===== src/rtl/uamc_pkg.sv =====
// Package: register map, field layout and frame constants of the serial mode/error block
package uamc_pkg;
    // Register addresses on the processor memory bus
    localparam logic [15:0] UAMC_ADDR_MODE   = 16'hff50;
    localparam logic [15:0] UAMC_ADDR_STATUS = 16'hff53;
    // Reset values
    localparam logic [7:0]  UAMC_MODE_RESET   = 8'h01;
    localparam logic [7:0]  UAMC_STATUS_RESET = 8'h00;
    localparam logic [7:0]  UAMC_UNMAPPED     = 8'h00;
    // Mode register field positions
    localparam int UAMC_POS_POWER  = 7;
    localparam int UAMC_POS_TXE    = 6;
    localparam int UAMC_POS_RXE    = 5;
    localparam int UAMC_POS_PAR_HI = 4;
    localparam int UAMC_POS_PAR_LO = 3;
    localparam int UAMC_POS_LEN    = 2;
    localparam int UAMC_POS_STOP   = 1;
    localparam int UAMC_POS_ERRSEL = 0;
    // Status register field positions
    localparam int UAMC_POS_PE  = 2;
    localparam int UAMC_POS_FE  = 1;
    localparam int UAMC_POS_OVE = 0;
    // Parity field encodings
    localparam logic [1:0] UAMC_PAR_NONE = 2'h0;
    localparam logic [1:0] UAMC_PAR_ZERO = 2'h1;
    localparam logic [1:0] UAMC_PAR_ODD  = 2'h2;
    localparam logic [1:0] UAMC_PAR_EVEN = 2'h3;
    // Character lengths and timing counts
    localparam logic [2:0] UAMC_LAST_BIT_7 = 3'h6;
    localparam logic [2:0] UAMC_LAST_BIT_8 = 3'h7;
    localparam logic [1:0] UAMC_RUN_TICKS  = 2'h1; // base ticks swallowed after power-up
    localparam logic [7:0] UAMC_BUF_RESET  = 8'hff;

    // Operation mode register, bit 7 down to bit 0
    typedef struct packed {
        logic       power_enable;
        logic       transmit_enable;
        logic       receive_enable;
        logic [1:0] parity_select;
        logic       char_length_select;
        logic       stop_bits_select;
        logic       error_interrupt_select;
    } uamc_mode_t;

    // Receive error flags, bit 2 down to bit 0
    typedef struct packed {
        logic parity_error_flag;
        logic framing_error_flag;
        logic overrun_error_flag;
    } uamc_err_t;

    typedef enum logic [2:0] {
        UAMC_IDLE, UAMC_START, UAMC_DATA, UAMC_PARITY, UAMC_STOP
    } uamc_state_t;
endpackage : uamc_pkg


===== src/rtl/uamc_bit_timer.sv =====
// Bit timer: counts enabled base ticks and pulses once per bit period
module uamc_bit_timer
    import uamc_pkg::*;
#(
    parameter int W = 8
) (
    // Clock and reset
    input  wire logic         ref_clk,
    input  wire logic         arst_n,
    // Control
    input  wire logic         clear,
    input  wire logic         restart,
    input  wire logic         half,
    input  wire logic         tick,
    input  wire logic [W-1:0] div,
    // Result
    output logic              expire
);
    logic [W-1:0] cnt_q;

    // Pulse on the tick taken while the count is one, the tick that reloads it
    assign expire = tick && (cnt_q == W'(1)) && !restart && !clear;

    // Reload on restart or expiry, half period for a centre sample
    always_ff @(posedge ref_clk or negedge arst_n) begin
        if (!arst_n) begin
            cnt_q <= '0;
        end else if (clear) begin
            cnt_q <= '0;
        end else if (restart) begin
            cnt_q <= half ? (div >> 1) : div;
        end else if (tick) begin
            cnt_q <= (cnt_q <= W'(1)) ? div : cnt_q - W'(1);
        end
    end
endmodule // uamc_bit_timer


===== src/rtl/uamc_core.sv =====
// Serial mode control, transmit/receive framing and receive error status
// Contract
// - Power bit low gates the operating clock and resets internal state asynchronously.
// - Power bit low drives transmit line high and reads receive line high.
// - After power-up the bit counter runs from the second base clock.
// - Transmit enable low stops transmission and holds transmitter in synchronous reset.
// - Receive enable low stops reception and holds receiver in synchronous reset.
// - Parity field: none, zero, odd, even for sending and checking.
// - Zero parity is never checked; no parity error or error interrupt.
// - Length bit selects seven or eight data bits both directions.
// - Stop bit setting selects one or two transmitted stop bits.
// - Reception always assumes a single stop bit.
// - Error select bit routes errored frames to error or completion interrupt.
// - Enabling reception while the line is low starts a frame.
// - Completed reception with mismatched parity sets the parity error flag.
// - Completed reception without stop bit sets the framing error flag.
// - Only the first stop bit position is checked for framing.
// - Completion while receive buffer is unread sets the overrun flag.
// - On overrun the new character is dropped, buffer kept.
// - Status read clears all error flags; so does power and receive disabled.
// - Reading the status register inserts one bus wait cycle.
module uamc_core
    import uamc_pkg::*;
#(
    parameter int DIV_W = 8
) (
    // Clock and reset
    input  wire logic             ref_clk,
    input  wire logic             arst_n,
    // Processor memory bus
    input  wire logic [15:0]      bus_addr,
    input  wire logic             bus_wr,
    input  wire logic             bus_rd,
    input  wire logic [7:0]       bus_wdata,
    output logic      [7:0]       bus_rdata,
    output logic                  bus_wait,
    // Base clock and bit rate from the clock selection logic
    input  wire logic             base_tick,
    input  wire logic [DIV_W-1:0] baud_div,
    // Transmit data path
    input  wire logic             tx_start,
    input  wire logic [7:0]       tx_data,
    output logic                  tx_busy,
    // Receive data path
    input  wire logic             rx_buffer_read,
    output logic      [7:0]       rx_buffer,
    output logic                  rx_buffer_full,
    // Interrupts
    output logic                  rx_complete_irq,
    output logic                  rx_error_irq,
    // Serial pins
    input  wire logic             serial_rx_line,
    output logic                  serial_tx_line
);
    uamc_mode_t  mode_q;
    uamc_err_t   err_q;
    logic        core_rst_n;
    logic [1:0]  run_cnt_q;
    logic        run_tick;
    logic        rx_sync1_q, rx_sync2_q;
    logic        rx_line;
    logic        status_rd;
    logic [2:0]  last_bit;
    uamc_state_t tx_state_q, rx_state_q;
    logic [7:0]  tx_shift_q, rx_shift_q;
    logic [2:0]  tx_bit_q, rx_bit_q;
    logic        tx_stop2_q, tx_par_q, rx_par_q;
    logic        tx_exp, rx_exp, rx_restart;
    logic        rx_done;
    uamc_err_t   rx_err;
    logic        rx_any_err;

    // Power bit acts as an asynchronous reset for all but the mode register, read data and receive synchroniser
    assign core_rst_n = arst_n & mode_q.power_enable;
    assign status_rd  = bus_rd && (bus_addr == UAMC_ADDR_STATUS);
    assign last_bit   = mode_q.char_length_select ? UAMC_LAST_BIT_8 : UAMC_LAST_BIT_7;

    // Mode register write; it survives power-down so software can re-enable
    always_ff @(posedge ref_clk or negedge arst_n) begin
        if (!arst_n) begin
            mode_q <= uamc_mode_t'(UAMC_MODE_RESET);
        end else if (bus_wr && bus_addr == UAMC_ADDR_MODE) begin
            mode_q <= uamc_mode_t'(bus_wdata);
        end
    end

    // Read data registered; status read stalls the bus for one cycle
    assign bus_wait = status_rd;
    always_ff @(posedge ref_clk or negedge arst_n) begin
        if (!arst_n) begin
            bus_rdata <= UAMC_UNMAPPED;
        end else if (bus_rd) begin
            if (bus_addr == UAMC_ADDR_MODE) begin
                bus_rdata <= mode_q;
            end else if (status_rd) begin
                bus_rdata <= {5'h00, err_q};
            end else begin
                bus_rdata <= UAMC_UNMAPPED;
            end
        end
    end

    // Swallow the first base tick after power-up; counting starts on the second
    always_ff @(posedge ref_clk or negedge core_rst_n) begin
        if (!core_rst_n) begin
            run_cnt_q <= 2'h0;
        end else if (base_tick && run_cnt_q < UAMC_RUN_TICKS) begin
            run_cnt_q <= run_cnt_q + 2'h1;
        end
    end
    assign run_tick = base_tick && (run_cnt_q >= UAMC_RUN_TICKS);

    // Receive pin synchroniser, chip reset only so it never glitches on power toggles
    always_ff @(posedge ref_clk or negedge arst_n) begin
        if (!arst_n) begin
            rx_sync1_q <= 1'b1;
            rx_sync2_q <= 1'b1;
        end else begin
            rx_sync1_q <= serial_rx_line;
            rx_sync2_q <= rx_sync1_q;
        end
    end
    assign rx_line = mode_q.power_enable ? rx_sync2_q : 1'b1;

    // Transmit bit timer, cleared while transmit is disabled
    uamc_bit_timer #(.W(DIV_W)) u_tx_timer (
        .ref_clk (ref_clk),
        .arst_n  (core_rst_n),
        .clear   (!mode_q.transmit_enable),
        .restart (tx_start && tx_state_q == UAMC_IDLE),
        .half    (1'b0),
        .tick    (run_tick),
        .div     (baud_div),
        .expire  (tx_exp)
    );

    // Transmit framer: start, data LSB first, optional parity, one or two stops
    always_ff @(posedge ref_clk or negedge core_rst_n) begin
        if (!core_rst_n) begin
            tx_state_q     <= UAMC_IDLE;
            serial_tx_line <= 1'b1;
            tx_shift_q     <= UAMC_BUF_RESET;
            tx_bit_q       <= 3'h0;
            tx_stop2_q     <= 1'b0;
            tx_par_q       <= 1'b0;
        end else if (!mode_q.transmit_enable) begin
            tx_state_q     <= UAMC_IDLE;
            serial_tx_line <= 1'b1;
        end else begin
            unique case (tx_state_q)
                UAMC_IDLE: begin
                    if (tx_start) begin
                        tx_shift_q     <= tx_data;
                        serial_tx_line <= 1'b0;
                        tx_bit_q       <= 3'h0;
                        tx_stop2_q     <= mode_q.stop_bits_select;
                        tx_par_q       <= 1'b0;
                        tx_state_q     <= UAMC_START;
                    end
                end
                UAMC_START, UAMC_DATA: begin
                    if (tx_exp) begin
                        serial_tx_line <= tx_shift_q[0];
                        tx_par_q       <= tx_par_q ^ tx_shift_q[0];
                        tx_shift_q     <= {1'b1, tx_shift_q[7:1]};
                        tx_state_q     <= UAMC_DATA;
                        if (tx_state_q == UAMC_DATA) begin
                            tx_bit_q <= tx_bit_q + 3'h1;
                        end
                        if (tx_state_q == UAMC_DATA && tx_bit_q == last_bit) begin
                            // Parity bit follows the data when enabled
                            unique case (mode_q.parity_select)
                                UAMC_PAR_NONE: serial_tx_line <= 1'b1;
                                UAMC_PAR_ZERO: serial_tx_line <= 1'b0;
                                UAMC_PAR_ODD:  serial_tx_line <= ~tx_par_q;
                                UAMC_PAR_EVEN: serial_tx_line <= tx_par_q;
                            endcase
                            tx_state_q <= (mode_q.parity_select == UAMC_PAR_NONE)
                                          ? UAMC_STOP : UAMC_PARITY;
                        end
                    end
                end
                UAMC_PARITY: begin
                    if (tx_exp) begin
                        serial_tx_line <= 1'b1;
                        tx_state_q     <= UAMC_STOP;
                    end
                end
                UAMC_STOP: begin
                    if (tx_exp) begin
                        if (tx_stop2_q) begin
                            tx_stop2_q <= 1'b0;
                        end else begin
                            tx_state_q <= UAMC_IDLE;
                        end
                    end
                end
                default: tx_state_q <= UAMC_IDLE;
            endcase
        end
    end
    assign tx_busy = (tx_state_q != UAMC_IDLE);

    // Receive bit timer, half period after start detection so samples sit mid-bit
    assign rx_restart = (rx_state_q == UAMC_IDLE) && !rx_line;
    uamc_bit_timer #(.W(DIV_W)) u_rx_timer (
        .ref_clk (ref_clk),
        .arst_n  (core_rst_n),
        .clear   (!mode_q.receive_enable),
        .restart (rx_restart),
        .half    (1'b1),
        .tick    (run_tick),
        .div     (baud_div),
        .expire  (rx_exp)
    );

    // Frame checks at the first stop position; later stops are ignored
    always_comb begin
        rx_done = (rx_state_q == UAMC_STOP) && rx_exp;
        rx_err.framing_error_flag = !rx_line;
        unique case (mode_q.parity_select)
            UAMC_PAR_ODD:  rx_err.parity_error_flag = ~(rx_par_q);
            UAMC_PAR_EVEN: rx_err.parity_error_flag = rx_par_q;
            default:       rx_err.parity_error_flag = 1'b0;
        endcase
        rx_err.overrun_error_flag = rx_buffer_full;
        rx_any_err = |rx_err;
    end

    // Receive framer; a false start (line high at mid start bit) is dropped
    always_ff @(posedge ref_clk or negedge core_rst_n) begin
        if (!core_rst_n) begin
            rx_state_q <= UAMC_IDLE;
            rx_shift_q <= 8'h00;
            rx_bit_q   <= 3'h0;
            rx_par_q   <= 1'b0;
        end else if (!mode_q.receive_enable) begin
            rx_state_q <= UAMC_IDLE;
        end else begin
            unique case (rx_state_q)
                UAMC_IDLE: begin
                    if (!rx_line) begin
                        rx_state_q <= UAMC_START;
                    end
                end
                UAMC_START: begin
                    if (rx_exp) begin
                        rx_state_q <= rx_line ? UAMC_IDLE : UAMC_DATA;
                        rx_bit_q   <= 3'h0;
                        rx_par_q   <= 1'b0;
                        rx_shift_q <= 8'h00;
                    end
                end
                UAMC_DATA: begin
                    if (rx_exp) begin
                        rx_shift_q[rx_bit_q] <= rx_line;
                        rx_par_q <= rx_par_q ^ rx_line;
                        rx_bit_q <= rx_bit_q + 3'h1;
                        if (rx_bit_q == last_bit) begin
                            rx_state_q <= (mode_q.parity_select == UAMC_PAR_NONE)
                                          ? UAMC_STOP : UAMC_PARITY;
                        end
                    end
                end
                UAMC_PARITY: begin
                    if (rx_exp) begin
                        rx_par_q   <= rx_par_q ^ rx_line;
                        rx_state_q <= UAMC_STOP;
                    end
                end
                UAMC_STOP: begin
                    if (rx_exp) begin
                        rx_state_q <= UAMC_IDLE;
                    end
                end
                default: rx_state_q <= UAMC_IDLE;
            endcase
        end
    end

    // Receive buffer; an overrun keeps the older character
    always_ff @(posedge ref_clk or negedge core_rst_n) begin
        if (!core_rst_n) begin
            rx_buffer      <= UAMC_BUF_RESET;
            rx_buffer_full <= 1'b0;
        end else if (rx_done && !rx_buffer_full) begin
            rx_buffer      <= rx_shift_q;
            rx_buffer_full <= 1'b1;
        end else if (rx_buffer_read) begin
            rx_buffer_full <= 1'b0;
        end
    end

    // Error flags: set by completion wins over a same-cycle status read
    always_ff @(posedge ref_clk or negedge core_rst_n) begin
        if (!core_rst_n) begin
            err_q <= uamc_err_t'(UAMC_STATUS_RESET);
        end else if (rx_done) begin
            err_q <= (status_rd ? uamc_err_t'(UAMC_STATUS_RESET) : err_q) | rx_err;
        end else if (status_rd || !mode_q.receive_enable) begin
            err_q <= uamc_err_t'(UAMC_STATUS_RESET);
        end
    end

    // Interrupt routing of errored frames, pulses in the completion cycle
    assign rx_complete_irq = rx_done && (!rx_any_err || mode_q.error_interrupt_select);
    assign rx_error_irq    = rx_done && rx_any_err && !mode_q.error_interrupt_select;
endmodule // uamc_core


===== config.mk =====
export PLATFORM = sky130hd
export DESIGN_NAME = uamc_core
export DESIGN_NICKNAME = d
export VERILOG_FILES = /design/src/rtl/uamc_pkg.sv /design/src/rtl/uamc_bit_timer.sv /design/src/rtl/uamc_core.sv
export SDC_FILE = /design/constraint.sdc
export NUM_CORES = 1
export LEC_CHECK = 0
export BUFFER_PORTS_ARGS = -buffer_cell sky130_fd_sc_hd__buf_2
export CAP_MARGIN = 10
export CORE_MARGIN = 2
export CORE_UTILIZATION = 52
export DETAILED_ROUTE_END_ITERATION = 10
export GPL_TIMING_DRIVEN = 0
export HOLD_SLACK_MARGIN = 0.08
export PLACE_DENSITY_LB_ADDON = 0.1
export SLEW_MARGIN = 10
export SYNTH_ARGS = -nofsm -noshare
export SYNTH_HDL_FRONTEND = slang
export SYNTH_SLANG_ARGS = --single-unit

===== constraint.sdc =====
create_clock -name ref_clk -period 6.9 [get_ports ref_clk]
set_input_delay 1.725 -clock ref_clk [delete_from_list [all_inputs] [get_ports ref_clk]]
set_output_delay 1.725 -clock ref_clk [all_outputs]
set_load 0.01 [all_outputs]

==> metrics.cfg <==
[clock_tree]
clockRootBuffer = sky130_fd_sc_hd__clkbuf_8
clk_transition_reported_paths_ns = 0.08
ctsHtreeMaxLevel = 3
post_cts.resized_instances = 0
cts_setup_buffers = 0
max-clock-path-buffers = 2
clock_buffer_count_from_cts = 9
clock-sinks = 80
post_cts_hold_buffer_count = 0
clk_latency_ns = 0.35
tritoncts = done

[run_status]
outcome = finished, final reports clean

[critical_path]
worstPathBufferInverterCount = 3
ff_to_ff_end = rx_bit_q[2]
worst_setup_path_start_kind = input port
path_max_fanout = 7
critPathSlowestCell = sky130_fd_sc_hd__or3_1
reg2reg_depth = 7
cp_cell_sequence = buf_2, nor2b_1, clkbuf_1, nand2_1, or3_1, nor2b_1, buf_2
critical_path.max_stage_delay_ns = 0.51
regToRegSetupSlack_ns = 4.47
critPathKind = input port to output pin
path_delay_family = simple AND/OR/NAND/NOR gates
cp.required_ns = 5.18
timing.critical_path.to_type = output pin
cp_data_arrival_time_ns = 3.21
critical_path.reg2reg.startpoint = u_rx_timer.cnt_q[1]

[place]
post-place-ws_ns = 1.934
place_inst = 669
post_dp_cell_area_mm2 = 0.005140
port_buffers = 69
routabilityCongestion = 0.9161
detailed_place_hpwl_um = 8186

[timing]
period_needed_ns = 4.934
max_clock_freq_ghz = 0.2027
finalHoldViolCount = 0
finalSetupViolations = 0
layout_setup_ws_ns = 1.966
slew_headroom_pct = 52.84
fin_crit_sh_pct = 71.51
number_of_pins_exceeding_their_max_slew_limit_in_the_final_report = 0
grt_setup_unrepaired = false
setup_total_negative_slack_ns = 0
worstMarginPinSlew_ns = 0.7010
clock_skew_ns = 0.008907

[worst_hold_path]
timing.hold.worst.class = register to register
worst_hold_path.num_cells = 0
worstHoldEndpoint = rx_sync2_q
hold_path_startpoint = rx_sync1_q

[logic_synthesis]
synthFlopType = sky130_fd_sc_hd__dfrtp_1
synth_cell_types = 70
ys_warn_count = 0
synth_instances = 491
synth-seq-area-share_pct = 43.71
avgSynthCellArea_um2 = 9.444
synth_enable_flop_cells = 0
synth.net_count = 547
ys_seq_elements = 80
postSynth.asyncResetShare_pct = 100.0
syn-cell-area_mm2 = 0.004637

[floorplan]
die-height_um = 98.43
die_area_mm2 = 0.009688
core.rowCount = 34
die_width_um = 98.43
coreArea_mm2 = 0.008678
initial_utilization_pct = 53.43
top_level_ports = 70

[pwr]
leak_pwr_uw = 0.002486
power.total_uw = 958.8
p_per_area_mw_per_mm2 = 179.0
worst_ir_drop_vdd_v = 0.00009916

[cells_and_area]
final_cells = 685
num_antenna_cells = 0
fin_nets = 628
final_design_area_no_fill_mm2 = 0.005356
final_layout_size_suffix_gt1_share_pct = 25.48
fillerInstances = 748
layout_overhead_on_the_synthesized_area_pct = 15.52

[drt]
drt_pass1_iterations = 5
post-route-drc-count = 0
postRouteWirelength_um = 11210
first_iter_violations = 327
routedWlPerCell_um = 16.36
drt.antenna.violating_nets = 0
dr_vias = 4089
avgViaCountPerCell = 5.969

[grt]
grt_overflow_total = 0
grt_max_degree = 36
grt_usage_pct = 24.11
grt_pass1_vias = 3979
antenna_found_initial = 0
global_route_wire_length_before_repair_um = 19230

[flow_run]
cap_violations = 0

==> cells by family (layout without fill, tap and decap cells) <==
| family | Yosys count | count (layout) | synth area share, % |
|---|---|---|---|
| xor+xnor | 9 | 9 | 1.700 |
| fa+ha+maj | 8 | 8 | 2.159 |
| simple gates | 177 | 177 | 21.10 |
| compound gates | 138 | 138 | 18.86 |
| flops | 80 | 80 | 43.71 |
| mux | 33 | 33 | 8.257 |
| buf+inv | 46 | 132 | 4.209 |
==> cells in the mapped netlist (3+ instances only) <==
master,count,area (um^2)
sky130_fd_sc_hd__nor2b_1,12,75.07
sky130_fd_sc_hd__nand3_1,22,110.1
sky130_fd_sc_hd__a21oi_1,27,135.1
sky130_fd_sc_hd__clkbuf_1,16,60.06
sky130_fd_sc_hd__nor4_1,3,18.77
sky130_fd_sc_hd__and3_1,6,37.54
sky130_fd_sc_hd__dfstp_2,20,525.5
sky130_fd_sc_hd__o22ai_1,7,43.79
sky130_fd_sc_hd__or3_1,5,31.28
sky130_fd_sc_hd__nand2b_1,6,37.54
sky130_fd_sc_hd__nand2_1,51,191.4
sky130_fd_sc_hd__ha_1,8,100.1
sky130_fd_sc_hd__nor2_1,24,90.09
sky130_fd_sc_hd__a22o_1,5,43.79
sky130_fd_sc_hd__o21ai_0,50,250.2
sky130_fd_sc_hd__o31ai_1,5,37.54
sky130_fd_sc_hd__a221o_1,3,30.03
sky130_fd_sc_hd__or4b_1,3,30.03
sky130_fd_sc_hd__and2_1,5,31.28
sky130_fd_sc_hd__or4_1,4,30.03
sky130_fd_sc_hd__xnor2_1,5,43.79
sky130_fd_sc_hd__dfrtp_1,60,1501
sky130_fd_sc_hd__nand4_1,4,25.02
sky130_fd_sc_hd__inv_1,20,75.07
sky130_fd_sc_hd__buf_2,5,25.02
sky130_fd_sc_hd__mux2i_1,15,150.1
sky130_fd_sc_hd__mux2_2,10,112.6
sky130_fd_sc_hd__a31oi_1,7,43.79
sky130_fd_sc_hd__mux2_4,8,120.1
sky130_fd_sc_hd__xor2_1,4,35.03
sky130_fd_sc_hd__o211a_1,3,30.03
sky130_fd_sc_hd__a21boi_0,3,22.52
sky130_fd_sc_hd__o211ai_1,4,30.03
sky130_fd_sc_hd__nor3_1,15,75.07
==> routing by layer <==
metal	share of wire (%)	track usage [%]	vias up	wire, um
li1	-	-	1952	-
met1	48	35.17	1998	5368
met2	46	37.99	123	5118
met3	4.7	3.404	16	528
met4	1.7	6.744	0	194
met5	0	0	-	0
==> area by class of cell <==
cell class | count | area (um^2) | share of cell area, %
timing repair buffer | 70 | 365.4 | 6.821
sequential | 80 | 2027 | 37.84
tap | 108 | 135.1 | 2.523
multi-input combinational | 365 | 2417 | 45.13
clock inverter | 4 | 50.05 | 0.9344
inverter | 20 | 75.07 | 1.402
buffer | 26 | 120.1 | 2.242
clock buffer | 12 | 166.4 | 3.107
==> cell usage in the layout (no fill, tap or decap), drive strengths merged, types with 20 or more instances in the layout <==
cell    count
clkbuf     29
a21oi      27
nand3      22
nand2      53
buf        79
dfstp      20
inv        20
nor2       24
o21ai      50
dfrtp      60
==> flip-flops by register name, indices dropped and copies added (netlist names) <==
signal            count
bus_rdata             8
err_q                 3
mode_q                8
run_cnt_q             2
rx_bit_q              3
rx_buffer             8
rx_buffer_full        1
rx_par_q              1
rx_shift_q            8
rx_state_q            3
rx_sync1_q            1
rx_sync2_q            1
serial_tx_line        1
tx_bit_q              3
tx_par_q              1
tx_shift_q            8
tx_state_q            3
tx_stop2_q            1
u_rx_timer.cnt_q      8
u_tx_timer.cnt_q      8
==> worst register-to-register path, delay by kind of cell, from the launching register on <==
family / cells / cell delay, ns
AO/OA/AOI/OAI: 2 / 0.49
adder cells (fa/ha/maj): 1 / 0.25
buffers and inverters: 1 / 0.10
flip-flops: 1 / 0.45
AND/OR/NAND/NOR: 3 / 1.05
==> worst max path at each step <==
stage	from	end	slack, ns	cells past startpoint
6_report	base_tick	rx_error_irq	1.97	7
5_1_grt	base_tick	rx_complete_irq	1.83	7
4_1_cts	bus_addr[3]	bus_wait	1.94	6
3_5_place_dp	bus_addr[3]	bus_wait	1.93	6
3_3_place_gp	base_tick	rx_error_irq	1.96	7
2_1_floorplan	bus_addr[3]	bus_wait	2.31	4
==> power by group <==
part           switching, uW  total, uW  leakage [uW]  internal [uW]
clock                    176        375      0.000104            199
sequential              3.84        480       0.00103            476
combinational           62.1        104       0.00135           41.4
==> metrics by stage <==
stage,utilization [%],hold WS [ns]
after global placement,58.97,0.3477
after floorplan,-,0.3452
final,61.72,0.3581
after CTS,61.72,0.3582
after detailed placement,59.23,0.3472
after global routing,61.72,0.3635
No activity file was read; power rests on OpenSTA's default activity.
